--- src/verilog/adcc_pkg.sv ---
package adcc_pkg;
	// register byte addresses on the apb bus
	localparam logic [7:0] ADDR_CTRL_ONE = 8'h00;
	localparam logic [7:0] ADDR_CTRL_TWO = 8'h04;
	localparam logic [7:0] ADDR_MUX_SEL  = 8'h08;
	localparam logic [7:0] ADDR_STATUS   = 8'h0C;
	localparam logic [7:0] ADDR_INT_EN   = 8'h10;
	localparam logic [7:0] ADDR_INT_CLR  = 8'h14;
	localparam logic [7:0] ADDR_RESULT   = 8'h18;

	// control one field positions
	localparam int BIT_CONVERTER_ON  = 15;
	localparam int BIT_STOP_IN_IDLE  = 13;
	localparam int BIT_DMA_ORDER     = 12;
	localparam int BIT_RESOLUTION    = 10;
	localparam int BIT_FORMAT_LO     = 8;
	localparam int BIT_AUTO_SAMPLE   = 2;
	localparam int BIT_SAMPLE_CTRL   = 1;
	localparam int BIT_CONV_DONE     = 0;
	// control two field positions
	localparam int BIT_BUFFER_FILL   = 1;
	localparam int BIT_ALT_SELECT    = 0;
	// mux select field positions
	localparam int BIT_MUX_FIRST_LO  = 0;
	localparam int BIT_MUX_SECOND_LO = 8;
	// status, enable and clear layout
	localparam int EVT_DONE          = 0;
	localparam int EVT_BUFFER        = 1;
	localparam int EVT_COUNT         = 2;

	// writable masks and reset values
	localparam logic [15:0] CTRL_ONE_MASK = 16'hB706;
	localparam logic [15:0] CTRL_ONE_RST  = 16'h0000;
	localparam logic [1:0]  CTRL_TWO_RST  = 2'h0;
	localparam logic [4:0]  MUX_SEL_RST   = 5'h00;

	// output format codes
	localparam logic [1:0] FMT_INTEGER   = 2'h0;
	localparam logic [1:0] FMT_SIGNED    = 2'h1;
	localparam logic [1:0] FMT_FRACTION  = 2'h2;
	localparam logic [1:0] FMT_SFRACTION = 2'h3;

	// dma buffer geometry, in result words
	localparam int BUF_HALF_WORDS = 8;
	localparam int SG_WORDS       = 4;
	localparam int CHAN_COUNT     = 4;
	localparam logic [3:0] HALF_LAST = 4'h7;
	localparam logic [1:0] SG_LAST   = 2'h3;

	// automatic sample time
	localparam int  CLK_MHZ         = 200;
	localparam int  SAMPLE_TIME_NS  = 20;
	localparam int  SAMPLE_CYCLES   = (SAMPLE_TIME_NS * CLK_MHZ + 999) / 1000;
	localparam logic [3:0] SAMPLE_LAST = 4'(SAMPLE_CYCLES - 1);

	typedef enum logic [3:0] {
		ST_STOP   = 4'h1,
		ST_WAIT   = 4'h2,
		ST_SAMPLE = 4'h4,
		ST_CONV   = 4'h8
	} adcc_state_t;
endpackage

--- src/verilog/adcc_format.sv ---
`timescale 1ns/1ps
// result formatter: raw conversion code to the 16-bit output word
module adcc_format
	import adcc_pkg::*;
(
	input  wire logic        res12_in,
	input  wire logic [1:0]  format_in,
	input  wire logic [11:0] raw_in,
	output logic      [15:0] word_out
);
	logic [9:0]  d10;
	logic [11:0] d12;

	assign d10 = raw_in[9:0];
	assign d12 = raw_in;

	// sign bit is the inverse of the result msb in the signed codes
	always_comb begin
		word_out = 16'h0000;
		if (res12_in) begin
			unique case (format_in)
				FMT_INTEGER:   word_out = {4'h0, d12};
				FMT_SIGNED:    word_out = {{5{~d12[11]}}, d12[10:0]};
				FMT_FRACTION:  word_out = {d12, 4'h0};
				FMT_SFRACTION: word_out = {~d12[11], d12[10:0], 4'h0};
			endcase
		end else begin
			unique case (format_in)
				FMT_INTEGER:   word_out = {6'h00, d10};
				FMT_SIGNED:    word_out = {{7{~d10[9]}}, d10[8:0]};
				FMT_FRACTION:  word_out = {d10, 6'h00};
				FMT_SFRACTION: word_out = {~d10[9], d10[8:0], 6'h00};
			endcase
		end
	end
endmodule

--- src/verilog/adcc_top.sv ---
// The implementer's own choices: the placing of the registers and the APB interface to the registers.
`timescale 1ns/1ps
//
// Behaviour
// enable bit runs converter, clear turns off
// stop-in-idle halts converter during idle
// dma order or scatter/gather addresses
// resolution bit: 12-bit one-channel or 10-bit
// 10-bit integer and signed fractional formats
// 12-bit signed fraction, fraction, integer formats
// software keeps done while auto sampling
// fill mode alternates halves, else restarts
// alternate bit toggles mux first, second
// hardware sets done, drives sample control
//
module adcc_top
	import adcc_pkg::*;
(
	input  wire logic        clk_sys_in,
	input  wire logic        rstn_in,
	input  wire logic        ce_in,
	input  wire logic        psel_in,
	input  wire logic        penable_in,
	input  wire logic        pwrite_in,
	input  wire logic [7:0]  paddr_in,
	input  wire logic [31:0] pwdata_in,
	output logic      [31:0] prdata_out,
	output logic             pready_out,
	output logic             pslverr_out,
	input  wire logic        idle_in,
	input  wire logic        conv_done_in,
	input  wire logic [11:0] conv_data_in,
	input  wire logic [1:0]  conv_chan_in,
	output logic             active_out,
	output logic             res12_out,
	output logic             sample_out,
	output logic             conv_start_out,
	output logic [4:0]       chan_sel_out,
	output logic             mux_second_out,
	output logic             dma_req_out,
	output logic [15:0]      dma_data_out,
	output logic [4:0]       dma_addr_out,
	output logic             irq_out
);
	logic [15:0]          ctrl_one;
	logic [1:0]           ctrl_two;
	logic [4:0]           input_mux_first;
	logic [4:0]           input_mux_second;
	logic [EVT_COUNT-1:0] status;
	logic [EVT_COUNT-1:0] int_en;
	logic [15:0]          result;
	logic                 conv_done_flag;
	adcc_state_t          state;
	adcc_state_t          next_state;
	logic [3:0]           sample_cnt;
	logic [3:0]           fill_cnt;
	logic                 fill_half;
	logic [1:0]           sg_cnt [CHAN_COUNT];
	logic [15:0]          fmt_word;
	logic                 wr_en;
	logic                 rd_setup;
	logic                 converter_on;
	logic                 running;
	logic                 auto_sample_enable;
	logic                 done_evt;
	logic                 buf_evt;
	logic [1:0]           chan_idx;
	logic [EVT_COUNT-1:0] evt_vec;
	logic [EVT_COUNT-1:0] clr_vec;

	// address decode shared by read and write paths
	function automatic logic mapped(input logic [7:0] a);
		mapped = (a == ADDR_CTRL_ONE) || (a == ADDR_CTRL_TWO) || (a == ADDR_MUX_SEL) ||
			(a == ADDR_STATUS) || (a == ADDR_INT_EN) || (a == ADDR_INT_CLR) ||
			(a == ADDR_RESULT);
	endfunction

	assign wr_en = ce_in && psel_in && penable_in && pready_out && pwrite_in;
	assign rd_setup = psel_in && !penable_in;
	assign converter_on = ctrl_one[BIT_CONVERTER_ON];
	assign auto_sample_enable = ctrl_one[BIT_AUTO_SAMPLE];
	assign running = converter_on && !(ctrl_one[BIT_STOP_IN_IDLE] && idle_in);
	assign done_evt = (state == ST_CONV) && conv_done_in;
	assign chan_idx = ctrl_one[BIT_RESOLUTION] ? 2'h0 : conv_chan_in;
	assign buf_evt = done_evt && (fill_cnt == HALF_LAST);
	assign evt_vec = {buf_evt, done_evt};
	assign clr_vec = (wr_en && paddr_in == ADDR_INT_CLR) ? pwdata_in[EVT_COUNT-1:0] : '0;

	adcc_format u_format (
		.res12_in  (ctrl_one[BIT_RESOLUTION]),
		.format_in (ctrl_one[BIT_FORMAT_LO +: 2]),
		.raw_in    (conv_data_in),
		.word_out  (fmt_word)
	);

	// apb slave: zero wait state, answer in the first access cycle
	always_ff @(posedge clk_sys_in or negedge rstn_in) begin
		if (!rstn_in) begin
			pready_out <= 1'b0;
			pslverr_out <= 1'b0;
			prdata_out <= 32'h0000_0000;
		end else if (ce_in) begin
			pready_out <= rd_setup;
			pslverr_out <= rd_setup && !mapped(paddr_in);
			if (rd_setup) begin
				unique case (paddr_in)
					ADDR_CTRL_ONE: prdata_out <= {16'h0000, ctrl_one[15:1], conv_done_flag};
					ADDR_CTRL_TWO: prdata_out <= {30'h0, ctrl_two};
					ADDR_MUX_SEL:  prdata_out <= {19'h0, input_mux_second, 3'h0, input_mux_first};
					ADDR_STATUS:   prdata_out <= {30'h0, status};
					ADDR_INT_EN:   prdata_out <= {30'h0, int_en};
					ADDR_RESULT:   prdata_out <= {16'h0000, result};
					default:       prdata_out <= 32'h0000_0000;
				endcase
			end
		end
	end

	// control one: software fields; sample bit follows the state machine
	always_ff @(posedge clk_sys_in or negedge rstn_in) begin
		if (!rstn_in) begin
			ctrl_one <= CTRL_ONE_RST;
		end else if (ce_in) begin
			if (wr_en && paddr_in == ADDR_CTRL_ONE)
				ctrl_one <= pwdata_in[15:0] & CTRL_ONE_MASK;
			ctrl_one[BIT_SAMPLE_CTRL] <= (next_state == ST_SAMPLE);
		end
	end

	// conversion-complete flag: hardware set wins over software clear
	always_ff @(posedge clk_sys_in or negedge rstn_in) begin
		if (!rstn_in) begin
			conv_done_flag <= 1'b0;
		end else if (ce_in) begin
			if (done_evt)
				conv_done_flag <= 1'b1;
			else if (wr_en && paddr_in == ADDR_CTRL_ONE && !pwdata_in[BIT_CONV_DONE])
				conv_done_flag <= 1'b0;
		end
	end

	// control two and mux selects
	always_ff @(posedge clk_sys_in or negedge rstn_in) begin
		if (!rstn_in) begin
			ctrl_two <= CTRL_TWO_RST;
			input_mux_first <= MUX_SEL_RST;
			input_mux_second <= MUX_SEL_RST;
			int_en <= '0;
		end else if (ce_in && wr_en) begin
			if (paddr_in == ADDR_CTRL_TWO)
				ctrl_two <= pwdata_in[1:0];
			if (paddr_in == ADDR_MUX_SEL) begin
				input_mux_first <= pwdata_in[BIT_MUX_FIRST_LO +: 5];
				input_mux_second <= pwdata_in[BIT_MUX_SECOND_LO +: 5];
			end
			if (paddr_in == ADDR_INT_EN)
				int_en <= pwdata_in[EVT_COUNT-1:0];
		end
	end

	// sticky event bits, set wins over write-one clear
	always_ff @(posedge clk_sys_in or negedge rstn_in) begin
		if (!rstn_in) begin
			status <= '0;
			irq_out <= 1'b0;
		end else if (ce_in) begin
			status <= (status & ~clr_vec) | evt_vec;
			irq_out <= |(((status & ~clr_vec) | evt_vec) & int_en);
		end
	end

	// sample and convert sequencing
	always_comb begin
		next_state = state;
		unique case (state)
			ST_STOP:
				if (running)
					next_state = ST_WAIT;
			ST_WAIT:
				if (auto_sample_enable || (wr_en && paddr_in == ADDR_CTRL_ONE &&
					pwdata_in[BIT_SAMPLE_CTRL]))
					next_state = ST_SAMPLE;
			ST_SAMPLE:
				if (auto_sample_enable ? (sample_cnt == SAMPLE_LAST) :
					(wr_en && paddr_in == ADDR_CTRL_ONE && !pwdata_in[BIT_SAMPLE_CTRL]))
					next_state = ST_CONV;
			ST_CONV:
				if (conv_done_in)
					next_state = auto_sample_enable ? ST_SAMPLE : ST_WAIT;
		endcase
		if (!running)
			next_state = ST_STOP;
	end

	always_ff @(posedge clk_sys_in or negedge rstn_in) begin
		if (!rstn_in) begin
			state <= ST_STOP;
			sample_cnt <= 4'h0;
			conv_start_out <= 1'b0;
		end else if (ce_in) begin
			state <= next_state;
			conv_start_out <= (state == ST_SAMPLE) && (next_state == ST_CONV);
			sample_cnt <= (state == ST_SAMPLE) ? 4'(sample_cnt + 4'h1) : 4'h0;
		end
	end

	// buffer fill position, restarted or alternated per half
	always_ff @(posedge clk_sys_in or negedge rstn_in) begin
		if (!rstn_in) begin
			fill_cnt <= 4'h0;
			fill_half <= 1'b0;
		end else if (ce_in) begin
			if (!converter_on) begin
				fill_cnt <= 4'h0;
				fill_half <= 1'b0;
			end else if (done_evt) begin
				fill_cnt <= buf_evt ? 4'h0 : 4'(fill_cnt + 4'h1);
				if (buf_evt)
					fill_half <= ctrl_two[BIT_BUFFER_FILL] ? ~fill_half : 1'b0;
			end
		end
	end

	// one scatter/gather slot counter per analog input
	genvar gi;
	generate
		for (gi = 0; gi < CHAN_COUNT; gi++) begin : g_sg
			always_ff @(posedge clk_sys_in or negedge rstn_in) begin
				if (!rstn_in)
					sg_cnt[gi] <= 2'h0;
				else if (ce_in) begin
					if (!converter_on)
						sg_cnt[gi] <= 2'h0;
					else if (done_evt && chan_idx == 2'(gi))
						sg_cnt[gi] <= 2'(sg_cnt[gi] + 2'h1);
				end
			end
		end
	endgenerate

	// dma word and address on each finished conversion
	always_ff @(posedge clk_sys_in or negedge rstn_in) begin
		if (!rstn_in) begin
			dma_req_out <= 1'b0;
			dma_data_out <= 16'h0000;
			dma_addr_out <= 5'h00;
			result <= 16'h0000;
		end else if (ce_in) begin
			dma_req_out <= done_evt;
			if (done_evt) begin
				dma_data_out <= fmt_word;
				result <= fmt_word;
				if (ctrl_one[BIT_DMA_ORDER])
					dma_addr_out <= 5'(fill_cnt) + (fill_half ? 5'(BUF_HALF_WORDS) : 5'h00);
				else
					dma_addr_out <= {1'b0, chan_idx, sg_cnt[chan_idx]};
			end
		end
	end

	// input select alternation between the two multiplexers
	always_ff @(posedge clk_sys_in or negedge rstn_in) begin
		if (!rstn_in) begin
			mux_second_out <= 1'b0;
			chan_sel_out <= 5'h00;
		end else if (ce_in) begin
			if (!ctrl_two[BIT_ALT_SELECT] || !converter_on) begin
				mux_second_out <= 1'b0;
				chan_sel_out <= input_mux_first;
			end else begin
				if (done_evt)
					mux_second_out <= ~mux_second_out;
				chan_sel_out <= (done_evt ^ mux_second_out) ? input_mux_second :
					input_mux_first;
			end
		end
	end

	// status pins toward the analog core
	always_ff @(posedge clk_sys_in or negedge rstn_in) begin
		if (!rstn_in) begin
			active_out <= 1'b0;
			res12_out <= 1'b0;
			sample_out <= 1'b0;
		end else if (ce_in) begin
			active_out <= running;
			res12_out <= ctrl_one[BIT_RESOLUTION];
			sample_out <= (next_state == ST_SAMPLE);
		end
	end
endmodule

--- config.mk ---
export PLATFORM = sky130hd
export DESIGN_NAME = adcc_top
export DESIGN_NICKNAME = d
export VERILOG_FILES = /design/src/verilog/adcc_pkg.sv /design/src/verilog/adcc_format.sv /design/src/verilog/adcc_top.sv
export SDC_FILE = /design/constraint.sdc
export NUM_CORES = 1
export LEC_CHECK = 0
export BUFFER_PORTS_ARGS = -buffer_cell sky130_fd_sc_hd__buf_2
export CAP_MARGIN = 15
export CORE_MARGIN = 5
export CORE_UTILIZATION = 58
export CTS_CLUSTER_SIZE = 14
export DETAILED_ROUTE_END_ITERATION = 8
export PLACE_DENSITY_LB_ADDON = 0.12
export SETUP_SLACK_MARGIN = 0.5
export SLEW_MARGIN = 20
export SYNTH_ARGS = -nofsm -noshare
export SYNTH_HDL_FRONTEND = slang
export SYNTH_HIERARCHICAL = 1
export SYNTH_SLANG_ARGS = --single-unit
--- constraint.sdc ---
create_clock -name clk_sys_in -period 4.4 [get_ports clk_sys_in]
set_input_delay 0.22 -clock clk_sys_in [delete_from_list [all_inputs] [get_ports clk_sys_in]]
set_output_delay 0.22 -clock clk_sys_in [all_outputs]
set_load 0.005 [all_outputs]
After elaboration in Yosys (flattened, before gate mapping) --
Index checks and enable logic that the tools add are counted.
Cells by class: $add $sub $neg 7, multipliers 0, divide/modulo/power cells 0, magnitude comparators 1, equality and inequality tests 26, shifts and indexed selects 0, mux-type cells 40, bitwise operators 10, reduce and logical (&&, ||, !) cells 56
Operators with widths (number):
- $pmux W16 S4 | 2
- $pmux W16 S6 | 1
- $mux W4 | 9
- $reduce_and A2 Y1 | 13
- $eq A8 B5 Y1 const B | 3
- $mux W2 | 12
- $logic_and A1 B1 Y1 | 21
- $eq A8 B4 Y1 const B | 2
- $mux W16 | 1
- $pmux W4 S4 | 1
- $mux W5 | 3
- $eq A4 B3 Y1 const B | 3
- $ne A2 B1 Y1 const B | 6
- $mux W1 | 9
- $add A2 B1 Y2 const B | 4
- $add A4 B1 Y4 const B | 2
- $eq A2 B2 Y1 const B | 4
- $eq A4 B2 Y1 const B | 2
- $eq A4 B4 Y1 const B | 2
- $eq A8 B3 Y1 const B | 1
- $logic_not A8 Y1 | 1
- $logic_or A1 B1 Y1 | 8
- $logic_not A1 Y1 | 7
- $add A4 B4 Y5 | 1
- other kinds (15) | 22
Storage, ports and cells: flip-flop bits (word level) 112, latch bits 0, RAM bits 0, memory bits (read-only) 0, input port bits 62, output and inout port bits 67, word-level logic and storage cells 168, memories 0

Depth between registers and ports, before layout --
Gate-level depths: netlist (run 1).
depth in word-level cells 12, depth in mapped cells 7, depth with buffers taken out 5

By module --
The synthesis (run 1) kept the hierarchy.
By module, submodules not included:
- adcc_top | instances 1, cells an instance 511, area each 5054.8 um2, sequential area each 2403.6 um2
- adcc_format | instances 1, cells an instance 43, area each 319.1 um2, sequential area each 0.0 um2

Worst setup path after synthesis (run 1) --
No wires, ideal clock.
kind input-to-reg, start input paddr_in[2], end register ctrl_one[10], setup time 0.125 ns, arrival time 1.669 ns, required time 4.275 ns, slack 2.606 ns, stages on the path 5, path buffers 2, cell sequence buf_6 -> or4_4 -> nor4b_4 -> buf_6 -> mux2_2
On the way: longest elaborated chain between the ends 3
RTL lines:
- start, declared | RTL line adcc_top.sv:25 | input wire logic [7:0] paddr_in,
- $logic_not A8 Y1 | RTL line adcc_top.sv:124 | if (wr_en && paddr_in == ADDR_CTRL_ONE)
- $logic_and A1 B1 Y1 | RTL line adcc_top.sv:124
- $reduce_and A2 Y1 (no source line)
- end signal, assigned | RTL line adcc_top.sv:125 | ctrl_one <= pwdata_in[15:0] & CTRL_ONE_MASK;
- end signal, assigned by index | RTL line adcc_top.sv:126 | ctrl_one[BIT_SAMPLE_CTRL] <= (next_state == ST_SAMPLE);
- end, declared | RTL line adcc_top.sv:45 | logic [15:0] ctrl_one;
Every way passes these cells. A chain may end at the register's enable or synchronous reset.

Final worst setup path (run 1) --
start register state[1], end register fill_cnt[1]
On the way: longest elaborated chain between the ends 6, elaborated cells between the ends (all ways) 8, those cells by class 2 x eq/ne; 3 x mux; 3 x reduce/logical
RTL lines:
- start, declared | RTL line adcc_top.sv:53 | adcc_state_t state;
- start signal, assigned | RTL line adcc_top.sv:201 | state <= next_state;
- $eq A4 B4 Y1 (*) | RTL line adcc_top.sv:83 | assign done_evt = (state == ST_CONV) && conv_done_in;
- $logic_and A1 B1 Y1 (*) | RTL line adcc_top.sv:83
- $logic_and A1 B1 Y1 | RTL line adcc_top.sv:85 | assign buf_evt = done_evt && (fill_cnt == HALF_LAST);
- $mux W4 | RTL line adcc_top.sv:217 | fill_cnt <= buf_evt ? 4'h0 : 4'(fill_cnt + 4'h1);
- $mux W4 | RTL line adcc_top.sv:216 | end else if (done_evt) begin
- $mux W4 | RTL line adcc_top.sv:213 | if (!converter_on) begin
- end signal, assigned | RTL line adcc_top.sv:217
- end, declared | RTL line adcc_top.sv:56 | logic [3:0] fill_cnt;
Every way passes the cells marked *; elsewhere a longest branch is shown, timed or not. The select of a mux whose other input is x is not followed.

==> reports/metrics.csv, run 1 <==
stage,metric,value,unit
detailed_routing,drtIter0Drc,271,
synth,syn_area,5370,um2
clocking,cts_root_buf,clkbuf_8,
sta,hold_viol_final,0,
floorplanning,io_pins,129,
synth,ys_top_cells_by_area,"dfrtp_1 44%, nand2_1 6.0%, mux2_2 4.6%",
global_routing,grt_usage,24.5,%
layout,postLayoutCellArea,5990,um2
clocking,clk_pin_slew,0.11,ns
global_routing,grt_pass1_vias,4221,
synth,netlist_instances,554,
layout,fin_util,65.4,%
floorplanning,core_area,9150,um2
global_routing,grt_pass1_wl,22.1,mm
sta,fmax,0.409,GHz
synth,synth.top_cell.area_share,44.2,%
clocking,ctsResizeCount,0,
critical_path,timing.rr.start,state[1],
detailed_routing,wirelength,13.5,mm
clocking,htree_levels,3,
sta,rsz0062_at_grt,no,
synth,seq_area_frac_synth,44.7,%
synth,async_flop_share,100,%
detailed_routing,viasPerCell,6.01,
min_path,holdPathStages,3,
sta,period_share,55.5,%
detailed_routing,wl_per_cell,18.2,um
layout,fin_nets,692,
floorplanning,die_w,106,um
min_path,min_to,ctrl_one[15],
run_status,status,"complete, no violations",
clocking,cts_made_buffers,9,
layout,final_common_cell,dfrtp_1,
global_routing,antenna_found_initial,0,
place,gp_congestion,0.846,
job,maxCapViolations,0,
sta,min_period,2.44,ns
detailed_routing,vias,4468,
critical_path,worstPathMaxFanout,23,
critical_path,critPathArrivalTime,2.74,ns
synth,ys.flop_type,dfrtp_1,
sta,drv_slew,0,
min_path,hp-start,pwdata_in[15],
synth,synth.distinct_cells,79,
sta,slew_headroom,35.3,%
layout,final.fill_count,739,
power,p_leak,2.94,nW
critical_path,rrSetupSlack,1.96,ns
layout,drive_gt1_share,24.5,%
place,post_dp_cell_area,5770,um2
floorplanning,die_h,106,um
synth,synth-seq-cells,96,
floorplanning,dieArea,11300,um2
layout,num_antenna_cells,0,
layout,area_growth_syn_to_layout,11.4,%
global_routing,grt_max_degree,56,
critical_path,r2r_end,fill_cnt[1],
clocking,cts.sinks,96,
detailed_routing,drc,0,
place,port_buffers,92,
critical_path,reg2regPathDepth,4,
floorplanning,start_util,58.7,%
synth,synth-warning-count,6,
detailed_routing,dr.pass1.iters,5,
synth,syn_area_per_cell,9.70,um2
clocking,clkLatencyLatePin,0.37,ns
critical_path,cp.required,4.69,ns
sta,final-setup-viol-count,0,
layout,final_cell_mix,"95 x dfrtp_1, 91 x buf_2, 86 x nand2_1",
power,pwr_density_cell,286,nW/um2
critical_path,worstSetupEndpointType,flop,
synth,synth_edf_count,0,
power,irDropWorstVdd,151,uV
sta,finClkSkew,0.0151,ns
critical_path,worstSetupPathType,flop to flop,
synth,post-synth-top-area-cell,dfrtp_1,
floorplanning,row_count,35,
place,place_hpwl,9.80,mm
sta,worst_pin_slew,0.968,ns
detailed_routing,ant_nets,0,
min_path,hold_class,input pin to flop,
sta,tns,0,ns
clocking,clockBufferDepth,2,
clocking,tritoncts,yes,
global_routing,grt_overflow,0,
critical_path,startpoint_type,flop,
==> state kept, by name (all words and copies together), names as in the netlist, 2 cells and up <==
name	cells
prdata_out	16
result	16
sg_cnt	8
ctrl_one	7
chan_sel_out	5
dma_addr_out	5
input_mux_first	5
input_mux_second	5
fill_cnt	4
sample_cnt	4
state	4
ctrl_two	2
int_en	2
status	2
==> routing by layer <==
metal	track usage, %	vias up	part of all wire [%]
met4	7.96	0	2.4
li1	-	2130	-
met2	37.5	135	45
met5	0	-	0
met3	3.64	19	5.2
met1	36.0	2184	47
==> timing repair <==
item                      4_1_cts  5_1_grt
hold buffers                    1        0
hold endpoints to repair       53        0
setup buffers                   0        0
==> final cells by class <==
type | count | area (um2) | share of cell area (%)
Multi-Input combinational cell | 406 | 2670 | 44.5
Sequential cell | 96 | 2400 | 40.1
Timing Repair Buffer | 98 | 510 | 8.52
Tap cell | 111 | 139 | 2.32
Clock buffer | 9 | 124 | 2.07
Clock inverter | 7 | 83.8 | 1.40
Inverter | 16 | 60.1 | 1.00
==> synth_stat cells (all sizes together) (11+ instances only) <==
cell,instances
dfrtp,95
mux2,22
nor2,25
clkbuf,21
mux2i,13
nand2,86
inv,15
o21ai,31
o2bb2ai,12
nor2b,11
nand3,20
a22o,20
a21oi,22
buf,30
==> critical path, stage by stage (launching register included) <==
cell and delay (ns):
dfrtp_1 0.50, or4b_1 0.74, nor3_4 0.81, a22oi_1 0.13, o2bb2ai_1 0.18
==> cell families after synthesis <==
kind of cell,Yosys count,share of synthesized area [%]
other cells,1,0.0698
compound gates,140,18.5
fa+ha+maj,3,0.699
xor+xnor,3,0.489
flops,96,44.7
simple gates,206,20.6
mux,38,8.29
buf+inv,67,6.68
==> worst max-delay path by stage <==
stage                      startpoint      endpoint  slack [ns]
after global routing         state[1]   fill_cnt[1]        1.74
after CTS                    state[1]   fill_cnt[1]        1.97
after detailed placement  paddr_in[4]      state[2]        1.96
after global placement    paddr_in[4]    sample_out        1.99
final                        state[1]   fill_cnt[1]        1.96
after floorplan           paddr_in[2]  ctrl_one[10]        2.61
==> through the flow <==
stage	std cells	worst slack, ns	power [mW]	hold slack, ns
2_1_floorplan	569	2.61	1.04	-0.0756
3_3_place_gp	726	1.99	1.11	0.310
3_5_place_dp	726	1.96	1.11	0.317
4_1_cts	743	1.97	1.72	0.0527
5_1_grt	743	1.74	1.79	0.0834
6_report	743	1.96	1.71	0.0555
==> power breakdown <==
| group | internal [mW] | total, mW | leakage [nW] | switching [mW] |
|---|---|---|---|---|
| registers | 0.905 | 0.930 | 1.28 | 0.0246 |
| logic | 0.0658 | 0.166 | 1.56 | 0.101 |
| clock network | 0.274 | 0.614 | 0.103 | 0.340 |
Power figures use the tool's default switching activity.
==> run 2, diff against run 1 <==
- CORE_UTILIZATION: 58 -> 54
- clock period: 4.4 -> 2.4 ns (I/O delays scaled with it)
==> run 2 against run 1 <==
Against the previous run: die area up 6.7%; clock-buffer cell count up 1; register-to-register slack worse by 1.4 ns; clock skew down 0.0078 ns; largest cell class unchanged; sequential cell count unchanged; highest routed layer unchanged.
==> reports/metrics.csv, run 2 (synthesis gave the netlist of run 1 again) <==
stage,metric,value,unit,change
power,p_switching,0.836,mW,was 0.465 mW
min_path,holdPathStages,2,,was 3
place,port_buffers,92,,unchanged
sta,slew_headroom,54.8,%,was 35.3%
min_path,min_to,ctrl_two[0],,was ctrl_one[15]
run_status,status,"complete, no violations",,unchanged
critical_path,cp_cell_sequence,or4b_4 -> nor3_4 -> buf_4 -> buf_12 -> nand2_1 -> nand2_1,,was or4b_1 -> nor3_4 -> a22oi_1 -> o2bb2ai_1
floorplanning,dieArea,12000,um2,"was 11,300 um2"
place,dp_cells,755,,was 726
power,internal_power,2.21,mW,was 1.24 mW
critical_path,cpLargestDelayFamily,simple AND/OR/NAND/NOR gates,,unchanged
layout,drive_gt1_share,25.9,%,was 24.5%
clocking,clk_pin_slew,0.10,ns,was 0.11 ns
detailed_routing,drtIter0Drc,350,,was 271
critical_path,timing.rr.start,state[1],,unchanged
detailed_routing,vias,4537,,"was 4,468"
critical_path,crit_path_frequent_cell,nand2_1,,
power,irDropWorstVdd,262,uV,was 151 uV
sta,worst_hold_slack,0.0742,ns,was 0.0555 ns
power,pwr_density_cell,490,nW/um2,was 286 nW/um2
global_routing,grt_usage,23.6,%,was 24.5%
power,pwr-share-seq,56.1,%,was 54.4%
power,p_leak,3.04,nW,was 2.94 nW
critical_path,cp.required,2.70,ns,was 4.69 ns
critical_path,cp_slowest_cell,or4b_4,,was nor3_4
layout,final_cells,785,,was 743
sta,drv_slew,0,,unchanged
power,pwr-share-clk,33.2,%,was 35.9%
clocking,clkLatencyLatePin,0.36,ns,was 0.37 ns
layout,num_antenna_cells,0,,unchanged
floorplanning,row_count,36,,was 35
sta,fmax,0.547,GHz,was 0.409 GHz
critical_path,worstSetupEndpointType,flop,,unchanged
power,combPwrFrac,10.7,%,was 9.7%
sta,rsz0062_at_grt,yes,,was no
layout,fin_nets,712,,was 692
sta,finClkSkew,0.00727,ns,was 0.0151 ns
critical_path,path_buf_inv,2,,was 0
clocking,clockBufferDepth,2,,unchanged
job,maxCapViolations,0,,unchanged
global_routing,grt_pass1_wl,22.1,mm,about the same
detailed_routing,dr.pass1.iters,5,,unchanged
global_routing,antenna_found_initial,0,,unchanged
critical_path,worstPathMaxFanout,18,,was 23
detailed_routing,wl_per_cell,17.6,um,was 18.2 um
global_routing,grt_overflow,0,,unchanged
floorplanning,die_w,110,um,was 106 um
min_path,hp-start,pwdata_in[0],,was pwdata_in[15]
floorplanning,die_h,110,um,was 106 um
floorplanning,core_area,9730,um2,was 9150 um2
critical_path,startpoint_type,flop,,unchanged
power,swShare,27.5,%,was 27.2%
critical_path,worstSetupPathType,flop to flop,,unchanged
min_path,hold_class,input pin to flop,,unchanged
detailed_routing,viasPerCell,5.78,,was 6.01
floorplanning,start_util,55.2,%,was 58.7%
global_routing,grt_max_degree,70,,was 56
critical_path,rrSetupSlack,0.57,ns,was 1.96 ns
global_routing,grt_pass1_vias,4168,,"was 4,221"
sta,min_period,1.83,ns,was 2.44 ns
layout,final_cell_mix,"93 x dfrtp_1, 91 x buf_2, 86 x nand2_1",,"was 95 x dfrtp_1, 91 x buf_2, 86 x nand2_1"
sta,tns,0,ns,unchanged
layout,final_common_cell,dfrtp_1,,unchanged
power,total_power,3.04,mW,was 1.71 mW
detailed_routing,drc,0,,unchanged
clocking,cts_root_buf,clkbuf_8,,unchanged
sta,final-setup-viol-count,0,,unchanged
sta,hold_viol_final,0,,unchanged
critical_path,critPathArrivalTime,2.13,ns,was 2.74 ns
clocking,cts_made_buffers,9,,unchanged
detailed_routing,wirelength,13.8,mm,was 13.5 mm
place,place_hpwl,9.98,mm,was 9.80 mm
sta,period_share,76.2,%,was 55.5%
detailed_routing,ant_nets,0,,unchanged
floorplanning,io_pins,129,,unchanged
layout,fin_util,63.9,%,was 65.4%
clocking,tritoncts,yes,,unchanged
critical_path,r2r_end,result[1],,was fill_cnt[1]
layout,largestRegisters,"prdata_out x16, result x16, sg_cnt x8",,unchanged
critical_path,max_stage_delay,0.64,ns,was 0.81 ns
clocking,cts.sinks,96,,unchanged
layout,area_growth_syn_to_layout,15.6,%,was 11.4%
layout,final.fill_count,845,,was 739
clocking,htree_levels,3,,unchanged
place,gp_congestion,0.869,,was 0.846
critical_path,reg2regPathDepth,6,,was 4
sta,worst_pin_slew,0.678,ns,was 0.968 ns
==> run 2: power by group through the flow <==
stage | combinational, mW | clock [mW] | sequential [mW]
finish | 0.325 | 1.01 | 1.71
global route | 0.362 | 1.09 | 1.71
CTS | 0.321 | 1.02 | 1.70
detailed placement | 0.308 | 0 | 1.74
global placement | 0.300 | 0 | 1.73
floorplan | 0.196 | 0 | 1.72
==> run 2: area by class of cell <==
type / instances / area [um2] / share of cell area (%)
Multi-Input combinational cell: 406 / 2690 / 43.2
Inverter: 16 / 60.1 / 0.967
Sequential cell: 96 / 2410 / 38.7
Tap cell: 133 / 166 / 2.68
Clock inverter: 6 / 43.8 / 0.705
Timing Repair Buffer: 118 / 714 / 11.5
Clock buffer: 10 / 138 / 2.22
==> run 2: worst max path at each step <==
| stage | slack, ns | end | cells past startpoint | start |
|---|---|---|---|---|
| floorplan | 0.68 | dma_addr_out[4] | 7 | state[0] |
| global placement | 0.45 | sg_cnt[1] | 5 | state[3] |
| detailed placement | 0.44 | mux_second_out | 6 | state[3] |
| CTS | 0.54 | chan_sel_out[1] | 5 | state[0] |
| global route | 0.49 | state[2] | 4 | state[1] |
| finish | 0.57 | result[1] | 6 | state[1] |
==> run 2: repair_timing <==
item                                    in CTS  in global routing
hold buffers                                10                  1
endpoints found under the setup margin      27                 25
setup buffers                                1                  2
endpoints found under the hold margin       39                  1
gates resized for setup                      3                  6
pin swaps                                    0                  1
==> run 2: per-layer routing <==
metal / track usage (%) / part of all wire [%]
met3: 4.35 / 5.7
met4: 4.19 / 0.51
met5: 0 / 0
met2: 36.4 / 46
met1: 35.2 / 48
==> run 2: metrics by stage <==
step	cell area [um2]	setup WS (ns)
5_1_grt	6210	0.492
4_1_cts	6170	0.536
2_1_floorplan	5430	0.678
3_5_place_dp	5880	0.439
6_report	6210	0.572
3_3_place_gp	5880	0.446
